[src/include/power_path_consts.svh]
/*
 * Constants of the power-path control register: offset, reset value,
 * field positions, write mask and current-limit figures in milliamps.
 * Assumes inclusion by bare name from the include folder.
 */
`ifndef POWER_PATH_CONSTS_SVH
`define POWER_PATH_CONSTS_SVH

// Register location and reset
`define PPC_OFFSET        8'h01
`define PPC_RESET         8'h3d

// Field positions
`define PPC_AC_SINK_BIT   7
`define PPC_USB_SINK_BIT  6
`define PPC_AC_PATH_ENABLE_BIT     5
`define PPC_USB_EN_BIT    4
`define PPC_AC_ILIM_MSB   3
`define PPC_AC_ILIM_LSB   2
`define PPC_USB_ILIM_MSB  1
`define PPC_USB_ILIM_LSB  0

// Bits a write may change; limit LSBs stay as stored
`define PPC_WR_MASK       8'hfa

// Read value at any other offset
`define PPC_UNMAPPED      8'h00

// Limits in mA: 100, 500, 1300, 2500 (AC top), 1800 (USB top)
`define ILIM_MA_100       12'h064
`define ILIM_MA_500       12'h1f4
`define ILIM_MA_1300      12'h514
`define ILIM_MA_AC_TOP    12'h9c4
`define ILIM_MA_USB_TOP   12'h708

`endif

[src/include/power_path_pkg.sv]
/*
 * Types of the power-path control register.
 * Assumes nothing of its surroundings.
 */
package power_path_pkg;

	typedef logic [1:0]  ilim_code_t;
	typedef logic [11:0] milliamp_t;

	typedef struct packed {
		logic       ac_sink_ctrl;
		logic       usb_sink_ctrl;
		logic       ac_path_enable;
		logic       usb_path_enable;
		ilim_code_t ac_current_limit;
		ilim_code_t usb_current_limit;
	} power_path_reg_t;

endpackage

[src/include/power_path_if.sv]
/*
 * Carrier between the register and the sink decoder.
 * Assumes both ends sit in the same clock domain.
 */
`timescale 1ns/1ps
`default_nettype none

interface power_path_if;
	logic ac_sink_ctrl;
	logic usb_sink_ctrl;
	logic usb_valid;
	logic ac_valid;
	logic ac_below_det;
	logic usb_below_det;
	logic ac_sink_en;
	logic usb_sink_en;

	modport regs (
		output ac_sink_ctrl, usb_sink_ctrl,
		output usb_valid, ac_valid, ac_below_det, usb_below_det,
		input  ac_sink_en, usb_sink_en
	);
	modport decoder (
		input  ac_sink_ctrl, usb_sink_ctrl,
		input  usb_valid, ac_valid, ac_below_det, usb_below_det,
		output ac_sink_en, usb_sink_en
	);
endinterface

`default_nettype wire

[src/rtl/sink_enable_decode.sv]
/*
 * Combinational decode of the two current-sink enables from the sink
 * control bits and the supply conditions.
 * Assumes the caller registers the result.
 */
`timescale 1ns/1ps
`default_nettype none

module sink_enable_decode (
	// Control bits in, enables out
	power_path_if.decoder pp
);

	logic force_off;

	always_comb begin
		force_off = pp.ac_sink_ctrl & pp.usb_sink_ctrl;
		// Mixed patterns fall through to per-bit decode, not guarded
		pp.ac_sink_en = ~force_off & ~pp.ac_sink_ctrl & pp.usb_valid
			& pp.ac_below_det;
		pp.usb_sink_en = ~force_off & ~pp.usb_sink_ctrl & pp.ac_valid
			& pp.usb_below_det;
	end

endmodule

`default_nettype wire

[src/rtl/power_path_control_register.sv]
/*
 * Power-path control register: storage, readback, and registered
 * control outputs to the power-path circuitry.
 * Assumes a register-bank port driven by the serial interface logic,
 * synchronous supply-detect inputs, and one clock.
 */
// What this block does
// - Register sits at offset 0x01 and resets to 0x3D.
// - AC sink bit 0: AC sink on while USB valid and AC below threshold.
// - USB sink bit 0: USB sink on while AC valid and USB below threshold.
// - Both sink bits 1: both sinks forced off regardless of supplies.
// - AC path enable bit: 0 turns AC input off, 1 on.
// - USB path enable bit: 1 on, 0 off meaning USB suspend.
// - AC limit code selects 100, 500, 1300, 2500 mA; resets to 11b.
// - USB limit code selects 100, 500, 1300, 1800 mA; resets to 01b.
// - Low bit of each limit field ignores writes, keeps stored value.
`timescale 1ns/1ps
`default_nettype none
`include "power_path_consts.svh"

module power_path_control_register
	import power_path_pkg::*;
(
	// Clock and reset
	input  wire logic       sys_clk,
	input  wire logic       arst_n,
	// Register-bank port
	input  wire logic [7:0] reg_addr,
	input  wire logic       reg_wr_en,
	input  wire logic [7:0] reg_wdata,
	input  wire logic       reg_rd_en,
	output logic      [7:0] reg_rdata,
	// Supply conditions
	input  wire logic       usb_valid,
	input  wire logic       ac_valid,
	input  wire logic       ac_below_det,
	input  wire logic       usb_below_det,
	// Controls to the power path
	output logic            ac_sink_on,
	output logic            usb_sink_on,
	output logic            ac_path_on,
	output logic            usb_path_on,
	output logic            usb_suspend,
	output ilim_code_t      ac_current_limit,
	output ilim_code_t      usb_current_limit,
	output milliamp_t       ac_limit_ma,
	output milliamp_t       usb_limit_ma
);

	////////////////////////////////////////////////////////////////////////

	function automatic milliamp_t ilim_ma(input ilim_code_t code,
		input milliamp_t top);
		unique case (code)
			2'h0: ilim_ma = `ILIM_MA_100;
			2'h1: ilim_ma = `ILIM_MA_500;
			2'h2: ilim_ma = `ILIM_MA_1300;
			2'h3: ilim_ma = top;
		endcase
	endfunction

	////////////////////////////////////////////////////////////////////////
	// Register storage and readback

	power_path_reg_t reg_q;
	power_path_reg_t reg_d;
	logic [7:0]      rdata_q;
	logic [7:0]      rdata_d;
	logic            hit;

	always_comb begin
		hit = (reg_addr == `PPC_OFFSET);
		reg_d = reg_q;
		if (reg_wr_en && hit) begin
			// Limit LSBs are fixed; a write cannot move them
			reg_d = (reg_wdata & `PPC_WR_MASK)
				| (reg_q & ~`PPC_WR_MASK);
		end
		rdata_d = rdata_q;
		if (reg_rd_en) begin
			rdata_d = hit ? reg_q : `PPC_UNMAPPED;
		end
	end

	always_ff @(posedge sys_clk or negedge arst_n) begin
		if (!arst_n) begin
			reg_q   <= `PPC_RESET;
			rdata_q <= 8'h00;
		end else begin
			reg_q   <= reg_d;
			rdata_q <= rdata_d;
		end
	end

	assign reg_rdata = rdata_q;

	////////////////////////////////////////////////////////////////////////
	// Sink decode

	power_path_if pp ();

	always_comb begin
		// Decode from the next value so a write acts in one cycle
		pp.ac_sink_ctrl  = reg_d.ac_sink_ctrl;
		pp.usb_sink_ctrl = reg_d.usb_sink_ctrl;
		pp.usb_valid     = usb_valid;
		pp.ac_valid      = ac_valid;
		pp.ac_below_det  = ac_below_det;
		pp.usb_below_det = usb_below_det;
	end

	sink_enable_decode sink_enable_decode_i (
		.pp (pp.decoder)
	);

	////////////////////////////////////////////////////////////////////////
	// Registered control outputs

	logic      ac_sink_q,  ac_sink_d;
	logic      usb_sink_q, usb_sink_d;
	milliamp_t ac_ma_q,    ac_ma_d;
	milliamp_t usb_ma_q,   usb_ma_d;

	always_comb begin
		ac_sink_d  = pp.ac_sink_en;
		usb_sink_d = pp.usb_sink_en;
		ac_ma_d    = ilim_ma(reg_d.ac_current_limit,
			`ILIM_MA_AC_TOP);
		usb_ma_d   = ilim_ma(reg_d.usb_current_limit,
			`ILIM_MA_USB_TOP);
	end

	always_ff @(posedge sys_clk or negedge arst_n) begin
		if (!arst_n) begin
			ac_sink_q  <= 1'b0;
			usb_sink_q <= 1'b0;
			ac_ma_q    <= `ILIM_MA_AC_TOP;
			usb_ma_q   <= `ILIM_MA_500;
		end else begin
			ac_sink_q  <= ac_sink_d;
			usb_sink_q <= usb_sink_d;
			ac_ma_q    <= ac_ma_d;
			usb_ma_q   <= usb_ma_d;
		end
	end

	// Path and limit-code outputs come straight from the register flops; sink and mA outputs from their own flops
	assign ac_sink_on        = ac_sink_q;
	assign usb_sink_on       = usb_sink_q;
	assign ac_path_on        = reg_q.ac_path_enable;
	assign usb_path_on       = reg_q.usb_path_enable;
	assign usb_suspend       = ~reg_q.usb_path_enable;
	assign ac_current_limit  = reg_q.ac_current_limit;
	assign usb_current_limit = reg_q.usb_current_limit;
	assign ac_limit_ma       = ac_ma_q;
	assign usb_limit_ma      = usb_ma_q;

	////////////////////////////////////////////////////////////////////////
	// Checks

	// Marks the first cycle whose $past is free of reset
	logic rst_done_q;

	always_ff @(posedge sys_clk or negedge arst_n) begin
		if (!arst_n) begin
			rst_done_q <= 1'b0;
		end else begin
			rst_done_q <= 1'b1;
		end
	end
endmodule

`default_nettype wire

[config.mk]
export PLATFORM = sky130hd
export DESIGN_NAME = power_path_control_register
export DESIGN_NICKNAME = d
export VERILOG_FILES = /design/src/include/power_path_pkg.sv /design/src/include/power_path_if.sv /design/src/rtl/sink_enable_decode.sv /design/src/rtl/power_path_control_register.sv
export VERILOG_INCLUDE_DIRS = /design/src /design/src/include
export SDC_FILE = /design/constraint.sdc
export NUM_CORES = 1
export LEC_CHECK = 0
export BUFFER_PORTS_ARGS = -buffer_cell sky130_fd_sc_hd__buf_2
export CAP_MARGIN = 20
export CORE_MARGIN = 2
export CORE_UTILIZATION = 47
export DETAILED_ROUTE_END_ITERATION = 12
export PLACE_DENSITY = 0.94
export SLEW_MARGIN = 0
export SYNTH_ARGS = -nofsm -noshare
export SYNTH_HDL_FRONTEND = slang
export SYNTH_SLANG_ARGS = --single-unit
[constraint.sdc]
create_clock -name sys_clk -period 1.45 [get_ports sys_clk]
set_input_delay 0.145 -clock sys_clk [delete_from_list [all_inputs] [get_ports sys_clk]]
set_output_delay 0.145 -clock sys_clk [all_outputs]
set_load 0.02 [all_outputs]
==> metrics <==
Worst-Skew Late Latency=0.31 ns; CTS tree=done; most frequent cells in the layout=50 x buf_2, 17 x dfrtp_1, 15 x conb_1; Rel. slew slack=63.5%; clk buf depth=2; gpl congestion=0.681; die width=54.6 µm; final hold vios=0; Avg WL per Cell=12.2 µm; RSZ-0062 raised after global routing=false; Multi-input gate area=408 µm²; first-pass GRT wire length=3.27 mm; final WL=2.15 mm; proportion of layout cells with a drive suffix above 1=53.4%; initial antenna violation count=0; Post-CTS Setup Bufs=0; CTS clk-pin slew, worst paths=0.14 ns; post_cts resized=0; Placed Cells=170; DR pass1 iterations=2; site row count=18; NumNets Final=171; Iteration-0 DRC Markers=3; fin crit period=1.24 ns; # clock sinks=26; Leak Pwr=0.000785 µW; setup_tns=0 ns; Startpoint Class=flip-flop; Worst EP arrival=1.10 ns; Worst Tran Pin Value=0.548 ns; Worst Hold Class=in2reg; unique cell type count in the Yosys netlist=18; Via density=4.56; dpl hpwl=1.72 mm; Vert. Die Dim=54.6 µm; Detail Route Antenna Nets=0; Starting Density=48.9%; CP Data Required Time=1.31 ns; clk_skew=0.00219 ns; drc violations=0; critical path's top delay family=flip-flops; outcome=completed; most common cell after layout, fill and taps aside=buf_2; synthesized instance count=96; core area=2450 µm²; Crit-path slowest cell=dfstp_2; # fillers=227; worst stage delay on the critical path=0.60 ns; Die ar.=2980 µm²; CP cell instances=buf_2; crit path buf inv count=1; Setup crit end kind=primary output; IR drop worst, VDD=0.754 mV; final setup vio count=0; number of max-cap violations=0; Pwr Density=991 nW/µm²; DP Area=1400 µm²; # IOs=65; final cell count without fillers=176; H-tree lvl count=1; fmax=0.805 GHz; Mean Syn Cell Area=12.5 µm²; Antenna diodes=0; total global routing overflow=0; vias in the first global route=773; hold buffers post-CTS=1; total power=1460 µW; Reg area=662 µm²; PortBufs=50; Total Routing Usage GR=16.0%; Yosys warning count=0; CTS Root Buffer Type=clkbuf_4; largest net degree at the start of global routing=27; DR vias=802; Yosys reg bits=26; fin area=1470 µm²; final worst-path cycle share=85.7%; CP Class=reg2out; fin. max-slew vios=0; Final Core Density=59.8%; sequential-to-total area share from yosys stat=55.1%; Area Growth Syn to Fin=22.2%; CTS buffer count=3; synthesized area=1200 µm²; CP Max Fanout=6
[Yosys cell counts]
master    instances  area [µm²]
buf_4            18         135
buf_6             1        11.3
clkbuf_1          1        3.75
conb_1            2        7.51
dfrtp_1          17         425
dfstp_2           9         236
inv_1             8        30.0
mux2_2            6        67.6
mux2_4            5        75.1
mux2i_1           5        50.1
nand2_1           9        33.8
nand3_1           1        5.00
nand3_4           1        17.5
nor2_1            4        15.0
nor4_4            1        21.3
nor4b_4           1        23.8
o21ai_0           1        5.00
o22ai_1           6        37.5
[power breakdown]
group          internal, µW  total [µW]  switching, µW
clock                   279         489            210
sequential              761         775           14.1
combinational          67.4         191            123
[registers in the layout, summed over array words and instances, names as in the netlist, 2 cells and up]
register and flops:
ac_limit_ma 6, reg_q 2, reg_rdata 7, usb_limit_ma 5
[metal layers]
metal | track usage (%) | vias up | routed length (µm)
met4 | 6.25 | 0 | 15
met3 | 3.01 | 2 | 165
met1 | 15.2 | 382 | 739
met5 | 0 | - | 0
li1 | - | 380 | -
met2 | 32.7 | 38 | 1230
[cell type report]
class | instances | area share, %
Sequential cell | 26 | 45.1
Multi-Input combinational cell | 55 | 27.8
Timing Repair Buffer | 53 | 18.9
Tap cell | 30 | 2.56
Clock inverter | 1 | 2.05
Inverter | 8 | 2.05
Clock buffer | 3 | 1.53
[stage by stage]
stage | hold slack [ns] | setup WS (ns)
after global routing | 0.00240 | 0.145
after detailed placement | 0.163 | 0.0503
after global placement | 0.150 | 0.0859
after floorplan | -0.151 | 0.222
final | 0.0299 | 0.208
after CTS | 0.0171 | 0.188
[worst paths after layout]
kind | start | end | slack, ns | cells after the start
max in group asynchronous | arst_n | ac_limit_ma[8] | 0.76 | 2
max reg2reg | usb_current_limit[1] | usb_limit_ma[10] | 0.58 | 1
min | reg_wdata[1] | usb_limit_ma[7] | 0.03 | 2
max | ac_current_limit[1] | ac_current_limit[1] | 0.21 | 1
min reg2reg | reg_rdata[4] | reg_rdata[4] | 0.55 | 2
min in group asynchronous | arst_n | ac_sink_on | 0.32 | 2
[cells by family (layout without fill, tap and decap cells)]
group | after synthesis | in the layout | share of synthesized area, %
compound gates | 7 | 7 | 3.54
buf+inv | 28 | 65 | 15.0
other cells | 2 | 15 | 0.625
flops | 26 | 26 | 55.1
simple gates | 17 | 17 | 9.69
mux | 16 | 16 | 16.0
(Power assumes the default switching activity.)
